--- config.mk ---
export PLATFORM = sky130hd
export DESIGN_NAME = ebu_external_bus_unit
export DESIGN_NICKNAME = d
export VERILOG_FILES = /design/src/rtl/ebu_pkg.sv /design/src/rtl/ebu_sync.sv /design/src/rtl/ebu_win_match.sv /design/src/rtl/ebu_external_bus_unit.sv
export VERILOG_INCLUDE_DIRS = /design/src /design/src/rtl
export SDC_FILE = /design/constraint.sdc
export NUM_CORES = 1
export LEC_CHECK = 0
export BUFFER_PORTS_ARGS = -buffer_cell sky130_fd_sc_hd__buf_2
export CORE_ASPECT_RATIO = 0.9
export CORE_MARGIN = 4
export CORE_UTILIZATION = 25
export CTS_BUF_LIST = sky130_fd_sc_hd__clkbuf_8 sky130_fd_sc_hd__clkbuf_16
export CTS_CLUSTER_DIAMETER = 120
export CTS_CLUSTER_SIZE = 24
export DETAILED_ROUTE_END_ITERATION = 10
export HOLD_SLACK_MARGIN = 0.15
export SLEW_MARGIN = 20
export SYNTH_ARGS = -nofsm -noshare
export SYNTH_HDL_FRONTEND = slang
export SYNTH_SLANG_ARGS = --single-unit
export TNS_END_PERCENT = 5
--- constraint.sdc ---
create_clock -name REF_CLK_IN -period 5.09 [get_ports REF_CLK_IN]
set_clock_uncertainty 0.05 [all_clocks]
set_input_delay 0.2545 -clock REF_CLK_IN [delete_from_list [all_inputs] [get_ports REF_CLK_IN]]
set_output_delay 0.2545 -clock REF_CLK_IN [all_outputs]
set_load 0.005 [all_outputs]
--- src/rtl/ebu_regs.svh ---
`ifndef EBU_REGS_SVH
`define EBU_REGS_SVH

// Address areas seen by the bus unit.
`define EBU_IO_AREA_TOP 3'h1
`define EBU_PB_SEGMENT 8'h20
`define EBU_PB_CAN_TOP 2'h0
`define EBU_PB_SER_TOP 3'h2
`define EBU_PB_ALT_TOP 2'h2

// Function configuration field positions.
`define EBU_FC_MUX 0
`define EBU_FC_WIDE 1
`define EBU_FC_CS_EN 2
`define EBU_FC_RDY_EN 3
`define EBU_FC_RDY_POL 4
`define EBU_FC_WIN_EN 5

// Address width limits.
`define EBU_ADDR_MAX 5'h18
`define EBU_SEG_BASE 5'h10

// Reset values.
`define EBU_RESET_DATA 16'h0000
`define EBU_RESET_CS 5'h1F

`endif

--- src/rtl/ebu_pkg.sv ---
package ebu_pkg;
	typedef logic [23:0] ebu_addr_t;
	typedef logic [15:0] ebu_data_t;
	typedef logic [5:0] ebu_fcfg_t;
	typedef logic [3:0] ebu_tcfg_t;
	typedef enum logic [2:0] {
		ST_IDLE,
		ST_ADDR,
		ST_CMD,
		ST_HOLD,
		ST_PB
	} ebu_state_t;
endpackage : ebu_pkg

--- src/rtl/ebu_sync.sv ---
`timescale 1ns/10ps
`default_nettype none
module ebu_sync (
	// Clock and reset
	input wire logic clk_in,
	input wire logic rst_n_in,
	// Level
	input wire logic d_in,
	output logic q_out
);
	logic meta_r;
	logic sync_r;

	always_ff @(posedge clk_in or negedge rst_n_in)
	begin
		if (!rst_n_in)
		begin
			meta_r <= 1'b0;
			sync_r <= 1'b0;
		end
		else
		begin
			meta_r <= d_in;
			sync_r <= meta_r;
		end
	end

	assign q_out = sync_r;
endmodule : ebu_sync
`default_nettype wire

--- src/rtl/ebu_win_match.sv ---
`timescale 1ns/10ps
`default_nettype none
module ebu_win_match (
	// Window setting
	input wire logic [15:0] sel_in,
	input wire logic en_in,
	// Address
	input wire logic [11:0] addr_hi_in,
	output logic hit_out
);
	wire [3:0] size_code = sel_in[3:0];
	wire [11:0] base = sel_in[15:4];
	wire [11:0] low_ones = (12'h001 << size_code) - 12'h001;
	wire [11:0] cmp_mask = (size_code > 4'hB) ? 12'h000 : ~low_ones;

	assign hit_out = en_in && (((addr_hi_in ^ base) & cmp_mask) == 12'h000);
endmodule : ebu_win_match
`default_nettype wire

--- src/rtl/ebu_external_bus_unit.sv ---
// Operation
// - Single-chip mode: no external bus activity; external requests end in error.
// - Driven address bits programmable from zero to twenty-three.
// - External data bus is eight or sixteen bits wide.
// - Shared address/data ports; demultiplexed modes add dedicated low address port.
// - Active segment lines selectable, limiting space to 8 Mbytes down to 64 Kbytes.
// - Active-low chip selects, one per window plus default.
// - Per-window timing and function settings shape each access.
// - Ready input extends accesses; its active level is selectable.
// - Up to four independently programmable address windows.
// - Window four beats three, window two beats one.
// - Addresses outside all windows use the default settings.
// - The selected window drives its chip select.
// - Bus signals change on the rising edge of the reference clock.
// - Width and multiplexing switch per access with the selected window.
// - Peripheral bus accesses are served on the peripheral bus, also in single-chip mode.
// - I/O area accesses are strictly ordered and never completed early.
// - Reference clock pin carries the system clock divided by two with its fast pad enabled.
`include "ebu_regs.svh"
`timescale 1ns/10ps
`default_nettype none
module ebu_external_bus_unit (
	// Clock and reset
	input wire logic REF_CLK_IN,
	input wire logic RST_N_IN,
	// Configuration
	input wire logic SINGLE_CHIP_IN,
	input wire logic [4:0] ADDR_WIDTH_IN,
	input wire logic [2:0] SEG_LINES_IN,
	input wire logic EXTERNAL_CLOCK_OUTPUT_SELECT_IN,
	input wire logic [4:1][15:0] WINDOW_ADDRESS_SELECT_IN,
	input wire logic [4:1][5:0] WINDOW_FUNCTION_CONFIG_IN,
	input wire logic [4:1][3:0] WINDOW_TIMING_CONFIG_IN,
	input wire ebu_pkg::ebu_fcfg_t DEFAULT_FUNCTION_CONFIG_IN,
	input wire ebu_pkg::ebu_tcfg_t DEFAULT_TIMING_CONFIG_IN,
	// Request
	input wire logic REQ_VALID_IN,
	output logic REQ_READY_OUT,
	input wire ebu_pkg::ebu_addr_t REQ_ADDR_IN,
	input wire logic REQ_WRITE_IN,
	input wire logic REQ_WORD_IN,
	input wire ebu_pkg::ebu_data_t REQ_WDATA_IN,
	// Response
	output logic RSP_VALID_OUT,
	output ebu_pkg::ebu_data_t RSP_RDATA_OUT,
	output logic RSP_ERR_OUT,
	// Peripheral bus
	output logic PB_SEL_OUT,
	output logic PB_WRITE_OUT,
	output logic PB_WORD_OUT,
	output logic [15:0] PB_ADDR_OUT,
	output ebu_pkg::ebu_data_t PB_WDATA_OUT,
	input wire ebu_pkg::ebu_data_t PB_RDATA_IN,
	input wire logic PB_READY_IN,
	// External bus pins
	input wire logic [15:0] AD_IN,
	output logic [15:0] AD_OUT,
	output logic [15:0] AD_OE_OUT,
	output logic [15:0] A_LO_OUT,
	output logic A_LO_OE_OUT,
	output logic [7:0] A_HI_OUT,
	output logic [7:0] A_HI_OE_OUT,
	output logic ALE_OUT,
	output logic RD_N_OUT,
	output logic WR_N_OUT,
	output logic BHE_N_OUT,
	output logic [4:0] CS_N_OUT,
	input wire logic READY_IN,
	output logic BUS_REFERENCE_CLOCK_OUT,
	output logic CLOCK_PAD_ENABLE_OUT,
	// Status
	output logic BUS_BUSY_OUT,
	output logic [2:0] ACTIVE_WINDOW_OUT
);
	import ebu_pkg::*;

	logic [1:0] rst_sync_r;
	logic rst_n;
	logic ref_clk_r;
	logic ready_s;
	ebu_state_t state_r, state_nxt;
	ebu_addr_t addr_r;
	ebu_data_t wdata_r;
	ebu_data_t rdata_r;
	logic write_r, word_r, io_r, second_r;
	logic [2:0] win_r;
	ebu_fcfg_t fcfg_r;
	ebu_tcfg_t tcfg_r;
	logic [3:0] wcnt_r;
	logic rsp_valid_r, rsp_err_r;
	logic [15:0] ad_r, ad_oe_r, a_lo_r;
	logic [7:0] a_hi_r, a_hi_oe_r;
	logic a_lo_oe_r, ale_r, rd_n_r, wr_n_r, bhe_n_r;
	logic [4:0] cs_n_r;
	logic [4:1] win_hit;
	logic [23:0] addr_mask;

	// Reset release through two flip-flops.
	always_ff @(posedge REF_CLK_IN or negedge RST_N_IN)
	begin
		if (!RST_N_IN)
			rst_sync_r <= 2'h0;
		else
			rst_sync_r <= {rst_sync_r[0], 1'b1};
	end
	assign rst_n = rst_sync_r[1];

	ebu_sync u_ready_sync (
		.clk_in(REF_CLK_IN),
		.rst_n_in(rst_n),
		.d_in(READY_IN),
		.q_out(ready_s)
	);

	// Window decode of the incoming address.
	genvar gi;
	generate
		for (gi = 1; gi <= 4; gi++)
		begin : g_win
			ebu_win_match u_match (
				.sel_in(WINDOW_ADDRESS_SELECT_IN[gi]),
				.en_in(WINDOW_FUNCTION_CONFIG_IN[gi][`EBU_FC_WIN_EN]),
				.addr_hi_in(REQ_ADDR_IN[23:12]),
				.hit_out(win_hit[gi])
			);
		end
	endgenerate

	wire [2:0] win_sel = win_hit[4] ? 3'h4 : win_hit[3] ? 3'h3 : win_hit[2] ? 3'h2 : win_hit[1] ? 3'h1 : 3'h0;
	wire win_any = win_sel != 3'h0;
	wire ebu_fcfg_t sel_fcfg = win_any ? WINDOW_FUNCTION_CONFIG_IN[win_sel] : DEFAULT_FUNCTION_CONFIG_IN;
	wire ebu_tcfg_t sel_tcfg = win_any ? WINDOW_TIMING_CONFIG_IN[win_sel] : DEFAULT_TIMING_CONFIG_IN;

	// Area decode.
	wire req_io = REQ_ADDR_IN[23:21] == `EBU_IO_AREA_TOP;
	wire req_pb = (REQ_ADDR_IN[23:16] == `EBU_PB_SEGMENT) && ((REQ_ADDR_IN[15:14] == `EBU_PB_CAN_TOP)
		|| (REQ_ADDR_IN[15:13] == `EBU_PB_SER_TOP) || (REQ_ADDR_IN[15:14] == `EBU_PB_ALT_TOP));

	// The bus moves only when the reference clock is about to rise.
	wire tick = !ref_clk_r;
	wire accept = REQ_VALID_IN && REQ_READY_OUT;
	assign REQ_READY_OUT = (state_r == ST_IDLE) && tick && rst_n;

	wire rdy_ok = !fcfg_r[`EBU_FC_RDY_EN] || (ready_s == fcfg_r[`EBU_FC_RDY_POL]);
	// The access being taken drives its address phase before its registers have loaded.
	wire ebu_fcfg_t cur_fcfg = accept ? sel_fcfg : fcfg_r;
	wire ebu_addr_t cur_addr = accept ? REQ_ADDR_IN : addr_r;
	wire [2:0] cur_win = accept ? win_sel : win_r;
	wire cur_word = accept ? REQ_WORD_IN : word_r;
	wire wide = cur_fcfg[`EBU_FC_WIDE];
	wire muxed = cur_fcfg[`EBU_FC_MUX];
	wire split = cur_word && !wide;
	wire last_step = !split || second_r;
	wire posted = REQ_WRITE_IN && !req_io && !req_pb;

	always_comb
	begin
		state_nxt = state_r;
		case (state_r)
			ST_IDLE:
				if (accept)
				begin
					if (req_pb)
						state_nxt = ST_PB;
					else if (!SINGLE_CHIP_IN)
						state_nxt = ST_ADDR;
				end
			ST_ADDR:
				if (tick)
					state_nxt = ST_CMD;
			ST_CMD:
				if (tick && wcnt_r == 4'h0 && rdy_ok)
					state_nxt = ST_HOLD;
			ST_HOLD:
				if (tick)
					state_nxt = last_step ? ST_IDLE : ST_ADDR;
			ST_PB:
				if (PB_READY_IN)
					state_nxt = ST_IDLE;
			default:
				state_nxt = ST_IDLE;
		endcase
	end

	// Effective address limit from width and segment lines.
	wire [4:0] aw_req = (ADDR_WIDTH_IN > `EBU_ADDR_MAX) ? `EBU_ADDR_MAX : ADDR_WIDTH_IN;
	wire [4:0] aw_seg = `EBU_SEG_BASE + {2'h0, SEG_LINES_IN};
	wire [4:0] aw = (aw_req < aw_seg) ? aw_req : aw_seg;
	always_comb
	begin
		for (int i = 0; i < 24; i++)
			addr_mask[i] = 5'(i) < aw;
	end

	wire addr_step = (split && state_r == ST_HOLD) || (second_r && state_r != ST_IDLE);
	wire [23:0] bus_addr = {cur_addr[23:1], cur_addr[0] | addr_step} & addr_mask;
	wire ext_on = (state_nxt == ST_ADDR) || (state_nxt == ST_CMD) || (state_nxt == ST_HOLD);
	wire ale_nxt = state_nxt == ST_ADDR;
	wire strobe_nxt = state_nxt == ST_CMD;
	wire [7:0] byte_out = (split && second_r) || (!wide && addr_r[0]) ? wdata_r[15:8] : wdata_r[7:0];
	wire [15:0] wr_word = wide ? (word_r ? wdata_r : {wdata_r[7:0], wdata_r[7:0]}) : {8'h00, byte_out};
	wire [15:0] lane_oe = wide ? 16'hFFFF : 16'h00FF;
	wire drive_data = write_r && (strobe_nxt || state_nxt == ST_HOLD);
	wire drive_addr = ale_nxt && muxed;
	wire [15:0] ad_nxt = drive_addr ? bus_addr[15:0] : (drive_data ? wr_word : 16'h0000);
	wire [15:0] ad_oe_nxt = drive_addr ? addr_mask[15:0] : (drive_data ? lane_oe : 16'h0000);
	wire hi_byte = wide && (cur_word || cur_addr[0]);
	wire [4:0] cs_sel = 5'h01 << cur_win;
	wire [4:0] cs_n_nxt = (ext_on && cur_fcfg[`EBU_FC_CS_EN] && !SINGLE_CHIP_IN) ? ~cs_sel : `EBU_RESET_CS;

	// Access bookkeeping.
	always_ff @(posedge REF_CLK_IN or negedge rst_n)
	begin
		if (!rst_n)
		begin
			state_r <= ST_IDLE;
			addr_r <= 24'h000000;
			wdata_r <= `EBU_RESET_DATA;
			write_r <= 1'b0;
			word_r <= 1'b0;
			io_r <= 1'b0;
			win_r <= 3'h0;
			fcfg_r <= 6'h00;
			tcfg_r <= 4'h0;
		end
		else
		begin
			state_r <= state_nxt;
			if (accept)
			begin
				addr_r <= REQ_ADDR_IN;
				wdata_r <= REQ_WDATA_IN;
				write_r <= REQ_WRITE_IN;
				word_r <= REQ_WORD_IN;
				io_r <= req_io;
				win_r <= win_sel;
				fcfg_r <= sel_fcfg;
				tcfg_r <= sel_tcfg;
			end
		end
	end

	// Wait counter and byte step of split accesses.
	always_ff @(posedge REF_CLK_IN or negedge rst_n)
	begin
		if (!rst_n)
		begin
			wcnt_r <= 4'h0;
			second_r <= 1'b0;
		end
		else
		begin
			if (state_r == ST_ADDR && tick)
				wcnt_r <= tcfg_r;
			else if (state_r == ST_CMD && tick && wcnt_r != 4'h0)
				wcnt_r <= wcnt_r - 4'h1;
			if (accept)
				second_r <= 1'b0;
			else if (state_r == ST_HOLD && tick)
				second_r <= 1'b1;
		end
	end

	// Read capture and responses.
	wire ext_done = (state_r == ST_HOLD) && tick && last_step;
	wire pb_done = (state_r == ST_PB) && PB_READY_IN;
	always_ff @(posedge REF_CLK_IN or negedge rst_n)
	begin
		if (!rst_n)
		begin
			rdata_r <= `EBU_RESET_DATA;
			rsp_valid_r <= 1'b0;
			rsp_err_r <= 1'b0;
		end
		else
		begin
			if (state_r == ST_CMD && state_nxt == ST_HOLD && !write_r)
			begin
				if (wide)
					rdata_r <= AD_IN;
				else if (second_r)
					rdata_r[15:8] <= AD_IN[7:0];
				else
					rdata_r <= {8'h00, AD_IN[7:0]};
			end
			else if (pb_done && !write_r)
				rdata_r <= PB_RDATA_IN;
			rsp_valid_r <= (accept && ((SINGLE_CHIP_IN && !req_pb) || posted)) || pb_done || (ext_done && (!write_r || io_r));
			rsp_err_r <= accept && SINGLE_CHIP_IN && !req_pb;
		end
	end

	// Reference clock and registered pins.
	always_ff @(posedge REF_CLK_IN or negedge rst_n)
	begin
		if (!rst_n)
		begin
			ref_clk_r <= 1'b0;
			ad_r <= 16'h0000;
			ad_oe_r <= 16'h0000;
			a_lo_r <= 16'h0000;
			a_lo_oe_r <= 1'b0;
			a_hi_r <= 8'h00;
			a_hi_oe_r <= 8'h00;
			ale_r <= 1'b0;
			rd_n_r <= 1'b1;
			wr_n_r <= 1'b1;
			bhe_n_r <= 1'b1;
			cs_n_r <= `EBU_RESET_CS;
		end
		else
		begin
			ref_clk_r <= !ref_clk_r;
			if (tick)
			begin
				ad_r <= ad_nxt;
				ad_oe_r <= ad_oe_nxt;
				a_lo_r <= bus_addr[15:0];
				a_lo_oe_r <= ext_on && !muxed;
				a_hi_r <= bus_addr[23:16];
				a_hi_oe_r <= ext_on ? addr_mask[23:16] : 8'h00;
				ale_r <= ale_nxt;
				rd_n_r <= !(strobe_nxt && !write_r);
				wr_n_r <= !(strobe_nxt && write_r);
				bhe_n_r <= !(ext_on && hi_byte);
				cs_n_r <= cs_n_nxt;
			end
		end
	end

	assign BUS_REFERENCE_CLOCK_OUT = EXTERNAL_CLOCK_OUTPUT_SELECT_IN && ref_clk_r;
	assign CLOCK_PAD_ENABLE_OUT = EXTERNAL_CLOCK_OUTPUT_SELECT_IN;
	assign AD_OUT = ad_r;
	assign AD_OE_OUT = ad_oe_r;
	assign A_LO_OUT = a_lo_r;
	assign A_LO_OE_OUT = a_lo_oe_r;
	assign A_HI_OUT = a_hi_r;
	assign A_HI_OE_OUT = a_hi_oe_r;
	assign ALE_OUT = ale_r;
	assign RD_N_OUT = rd_n_r;
	assign WR_N_OUT = wr_n_r;
	assign BHE_N_OUT = bhe_n_r;
	assign CS_N_OUT = cs_n_r;
	assign RSP_VALID_OUT = rsp_valid_r;
	assign RSP_RDATA_OUT = rdata_r;
	assign RSP_ERR_OUT = rsp_err_r;
	assign PB_SEL_OUT = state_r == ST_PB;
	assign PB_WRITE_OUT = write_r;
	assign PB_WORD_OUT = word_r;
	assign PB_ADDR_OUT = addr_r[15:0];
	assign PB_WDATA_OUT = wdata_r;
	assign BUS_BUSY_OUT = state_r != ST_IDLE;
	assign ACTIVE_WINDOW_OUT = win_r;
endmodule : ebu_external_bus_unit
`default_nettype wire

==> flow_summary.html <==
<table>
<tr><th>Metric</th><th>Value</th></tr>
<tr><th colspan="2">Clock tree</th></tr>
<tr><td>Count of hold-fix buffers inserted at cts</td><td>86</td></tr>
<tr><td>Root buffer cell</td><td>clkbuf_16</td></tr>
<tr><td>Total of cells resized after clock tree synthesis</td><td>0</td></tr>
<tr><td>Postcts setup bufs</td><td>0</td></tr>
<tr><td>CTS Buffer Depth</td><td>2</td></tr>
<tr><td>Clock-pin transition on the worst setup and hold timing paths</td><td>0.07 ns</td></tr>
<tr><td>CTS H-Tree Depth</td><td>4</td></tr>
<tr><td>Number of clock buffers inserted by TritonCTS</td><td>17</td></tr>
<tr><td>Later-pin clock latency in the skew report</td><td>0.44 ns</td></tr>
<tr><td>Clock sink count</td><td>159</td></tr>
<tr><td>TritonCTS clock tree</td><td>done</td></tr>
<tr><th colspan="2">Place</th></tr>
<tr><td>Final weighted congestion in routability-driven placement</td><td>0.8654</td></tr>
<tr><td>DP Cell Count</td><td>1780</td></tr>
<tr><td>HPWL after detailed placement</td><td>27.63 mm</td></tr>
<tr><td># port buffers</td><td>335</td></tr>
<tr><th colspan="2">Logic synthesis</th></tr>
<tr><td>Count of distinct cell types in the synthesized netlist</td><td>83</td></tr>
<tr><td>Total nets after synthesis</td><td>1255</td></tr>
<tr><td>Portion of synthesized cell area occupied by the leading cell type</td><td>40.65%</td></tr>
<tr><td>Number of register bits inferred by synthesis</td><td>159</td></tr>
<tr><td>Biggest area consumer among synthesized cells</td><td>dfrtp_1</td></tr>
<tr><td>Top cells by area, synth</td><td>dfrtp_1 41%, nand2_1 8.6%, xor2_1 3.4%, a21oi_1 3.1%, mux2i_1 3.0%</td></tr>
<tr><td>Sequential share of the synthesized area</td><td>42.91%</td></tr>
<tr><td>Synth Instances</td><td>1044</td></tr>
<tr><td>EDFF count, synth</td><td>0</td></tr>
<tr><td>Average cell area after synthesis</td><td>8.905 um2</td></tr>
<tr><td>Dominant register cell in the synthesized netlist</td><td>dfrtp_1</td></tr>
<tr><td>Yosys synthesis warning count</td><td>0</td></tr>
<tr><td>Cell area after synthesis</td><td>9296 um2</td></tr>
<tr><td>Share of synthesized registers carrying an async set or reset</td><td>100.0%</td></tr>
<tr><th colspan="2">Cells and area</th></tr>
<tr><td>Diode count</td><td>0</td></tr>
<tr><td>Most common cell after layout, fill and taps aside</td><td>buf_2</td></tr>
<tr><td>Final cell utilization of the core</td><td>34.79%</td></tr>
<tr><td>Fraction of layout instances using a drive strength above 1</td><td>30.59%</td></tr>
<tr><td>Synth-to-Final Area Change</td><td>36.27%</td></tr>
<tr><td>Nets@finish</td><td>1620</td></tr>
<tr><td>Commonest non-fill, non-tap cells in the layout</td><td>335 x buf_2, 212 x nand2_1, 149 x dfrtp_1, 86 x dlygate4sd3_1, 70 x nor2_1</td></tr>
<tr><td>Final non-filler cell total</td><td>1898</td></tr>
<tr><th colspan="2">Detailed routing</th></tr>
<tr><td>First-pass DRT Iterations</td><td>5</td></tr>
<tr><td>Number of nets with antenna violations after routing</td><td>0</td></tr>
<tr><td>Via count</td><td>9177</td></tr>
<tr><td>Total Wirelength</td><td>36.96 mm</td></tr>
<tr><td>Wirelength per Cell</td><td>19.47 um</td></tr>
<tr><td>Final routed DRC violation total</td><td>0</td></tr>
<tr><td>Routed wire length on met2</td><td>17.49 mm</td></tr>
<tr><td>M1 wire length</td><td>15.81 mm</td></tr>
<tr><td>Highest metal layer with signal wires</td><td>met5</td></tr>
<tr><td>Total length of routed met3 wires</td><td>2.897 mm</td></tr>
<tr><td>1st-iter DRT viols</td><td>713</td></tr>
<tr><td>Via count normalized by instance count</td><td>4.835</td></tr>
<tr><th colspan="2">GRT</th></tr>
<tr><td>Total track usage</td><td>17.75%</td></tr>
<tr><td>Wire length of the first global-routing pass</td><td>55.08 mm</td></tr>
<tr><td>Grt total ovfl</td><td>0</td></tr>
<tr><td>Number of antenna violations at the first check in global routing</td><td>1</td></tr>
<tr><td>Pin count of the biggest net entering global routing</td><td>83</td></tr>
<tr><td>Via count of the first global-routing pass</td><td>9143</td></tr>
<tr><th colspan="2">STA</th></tr>
<tr><td>Setup violation total in the final timing report</td><td>0</td></tr>
<tr><td>Relative slew margins</td><td>32.44%</td></tr>
<tr><td>Unrepaired setup endpoints after global routing</td><td>no</td></tr>
<tr><td>Crit path time final</td><td>4.320 ns</td></tr>
<tr><td>Hold Vio Cnt, Final</td><td>0</td></tr>
<tr><td>Achievable frequency</td><td>231.5 MHz</td></tr>
<tr><td>Setup TNS Final</td><td>0 ns</td></tr>
<tr><td>Post-route fraction of the period consumed by the critical path</td><td>84.87%</td></tr>
<tr><td>Worst slew pin tran</td><td>1.010 ns</td></tr>
<tr><td>Final slew viol count</td><td>0</td></tr>
<tr><th colspan="2">Critical path</th></tr>
<tr><td>Class of the most critical setup path</td><td>primary input to register</td></tr>
<tr><td>Required time reported for the critical path endpoint</td><td>5.36 ns</td></tr>
<tr><td>FF-to-FF Start</td><td>rst_sync_r[1]</td></tr>
<tr><td>Reg2Reg Setup Slack</td><td>1.57 ns</td></tr>
<tr><td>Data arrival time of the critical path</td><td>4.58 ns</td></tr>
<tr><td>CP startpoint kind</td><td>primary input</td></tr>
<tr><td>Critical Path Sink</td><td>tcfg_r[3]</td></tr>
<tr><td>Capture instance of the worst register-to-register path</td><td>AD_OUT[3]</td></tr>
<tr><td>Critical path peak fanout</td><td>15</td></tr>
<tr><td>Critical Path Sink Type</td><td>register</td></tr>
<tr><td>Number of cell instances on the worst register-to-register path</td><td>9</td></tr>
<tr><td>Start point of the critical path</td><td>WINDOW_ADDRESS_SELECT_IN[19]</td></tr>
<tr><th colspan="2">Pwr</th></tr>
<tr><td>Switching power summed over all nets</td><td>2.131 mW</td></tr>
<tr><td>Worst vdd ir</td><td>0.0002277 V</td></tr>
<tr><td>Share of total power in combinational logic</td><td>38.9%</td></tr>
<tr><td>Part of the total power dissipated in sequential elements</td><td>37.3%</td></tr>
<tr><td>PD cells</td><td>434.2 nW/um2</td></tr>
<tr><td>Cell-internal power</td><td>3.370 mW</td></tr>
<tr><td>Switching part of the total power</td><td>38.73%</td></tr>
<tr><td>Part of the power in the clock network</td><td>23.8%</td></tr>
<tr><td>Total chip power</td><td>5.501 mW</td></tr>
<tr><td>Leakage power</td><td>6.151 nW</td></tr>
<tr><th colspan="2">Floorplanning</th></tr>
<tr><td>Die height</td><td>190.9 um</td></tr>
<tr><td>Initial Util</td><td>25.53%</td></tr>
<tr><td>Std-Cell Rows</td><td>66</td></tr>
<tr><td>Num ports</td><td>337</td></tr>
<tr><td>Floorplan die area</td><td>40340 um2</td></tr>
<tr><td>Die width</td><td>211.3 um</td></tr>
<tr><td>Placeable core region</td><td>36420 um2</td></tr>
<tr><th colspan="2">Run status</th></tr>
<tr><td>Result of the run</td><td>completed</td></tr>
<tr><th colspan="2">Worst hold path</th></tr>
<tr><td>Kind of path behind the tightest hold check</td><td>primary input to register</td></tr>
<tr><th colspan="2">Job</th></tr>
<tr><td>Max-cap violations</td><td>0</td></tr>
</table>
[routing by layer]
metal	vias to the layer above	global-route usage, %
li1	4357	-
met5	-	0
met2	369	29.11
met1	4403	23.14
met3	46	4.726
met4	2	4.986
[kinds of logic after synthesis]
kind of cell / after synthesis / synth area share, %
buf+inv: 119 / 6.110
compound gates: 262 / 19.73
simple gates: 388 / 18.79
fa+ha+maj: 8 / 1.077
flops: 159 / 42.91
other cells: 1 / 0.04034
xor+xnor: 58 / 5.464
mux: 49 / 5.882
[worst min-delay path by stage]
stage,startpoint,slack (ns),to,cells past startpoint
2_1_floorplan,RST_N_IN,-0.09,rst_sync_r[0],0
3_3_place_gp,RST_N_IN,-0.009,rst_sync_r[0],1
3_5_place_dp,RST_N_IN,-0.009,rst_sync_r[0],1
4_1_cts,REQ_ADDR_IN[18],0.15,addr_r[18],3
5_1_grt,REQ_ADDR_IN[21],0.17,addr_r[21],3
6_report,REQ_ADDR_IN[18],0.17,addr_r[18],3
[through the flow]
| stage | hold slack (ns) | setup WS (ns) | area (um2) |
|---|---|---|---|
| 6_report | 0.1665 | 0.7701 | 12670 |
| 5_1_grt | 0.1721 | 0.5501 | 12670 |
| 4_1_cts | 0.1548 | 0.8447 | 12670 |
| 3_5_place_dp | -0.008673 | 0.9878 | 11220 |
| 3_3_place_gp | -0.008684 | 1.033 | 11220 |
| 2_1_floorplan | -0.09109 | 0.6542 | 9298 |
[synth_stat cells (9+ instances only)]
cell type / instances
nand2_1: 213
dfrtp_1: 151
nor2_1: 70
a21oi_1: 58
o21ai_0: 55
xor2_1: 36
clkbuf_1: 35
inv_1: 31
mux2i_1: 28
buf_2: 27
xnor2_1: 22
o21ai_1: 21
nand3_1: 18
buf_4: 17
nor3_1: 14
o221ai_1: 14
mux2_2: 13
and2_1: 11
o31ai_1: 11
or3_1: 11
nand2b_1: 9
o211ai_1: 9
[registers in the layout, indices dropped and copies added, names as in the netlist, 2 cells and up]
signal             flops
AD_OUT                16
addr_r                23
wcnt_r                 4
rst_sync_r             2
tcfg_r                 4
CS_N_OUT               5
ACTIVE_WINDOW_OUT      3
A_HI_OE_OUT            8
RSP_RDATA_OUT         16
AD_OE_OUT             16
PB_WDATA_OUT          16
state_r                3
A_LO_OUT              16
A_HI_OUT               8
fcfg_r                 5
[critical path, cell delays in order]
cell and delay, ns:
buf_2 0.17, or4_4 0.57, ha_1 0.31, or3_1 0.39, a21o_1 0.16, a31oi_1 0.20
nand3_1 0.12, o22a_4 0.33, o21ai_1 0.32, nor3_1 0.23, a221oi_1 0.27, dlygate4sd3_1 0.59
o21ai_0 0.08, dlygate4sd3_1 0.56
[power by group through the flow]
stage | sequential, mW | combinational, mW | clock (mW)
2_1_floorplan | 2.02 | 1.18 | 0
4_1_cts | 2.06 | 2.17 | 1.33
3_5_place_dp | 2.07 | 2.05 | 0
3_3_place_gp | 2.06 | 2.01 | 0
5_1_grt | 2.12 | 2.38 | 1.39
6_report | 2.05 | 2.14 | 1.31
[layout make-up]
cell class,count,area [um2]
fill,3776,23750
multi-input combinational,766,4750
sequential,159,3994
timing repair buffer,432,2620
tap,476,595.6
clock buffer,18,439.2
clock inverter,14,146.4
inverter,33,123.9
Power figures use the tool's default switching activity.
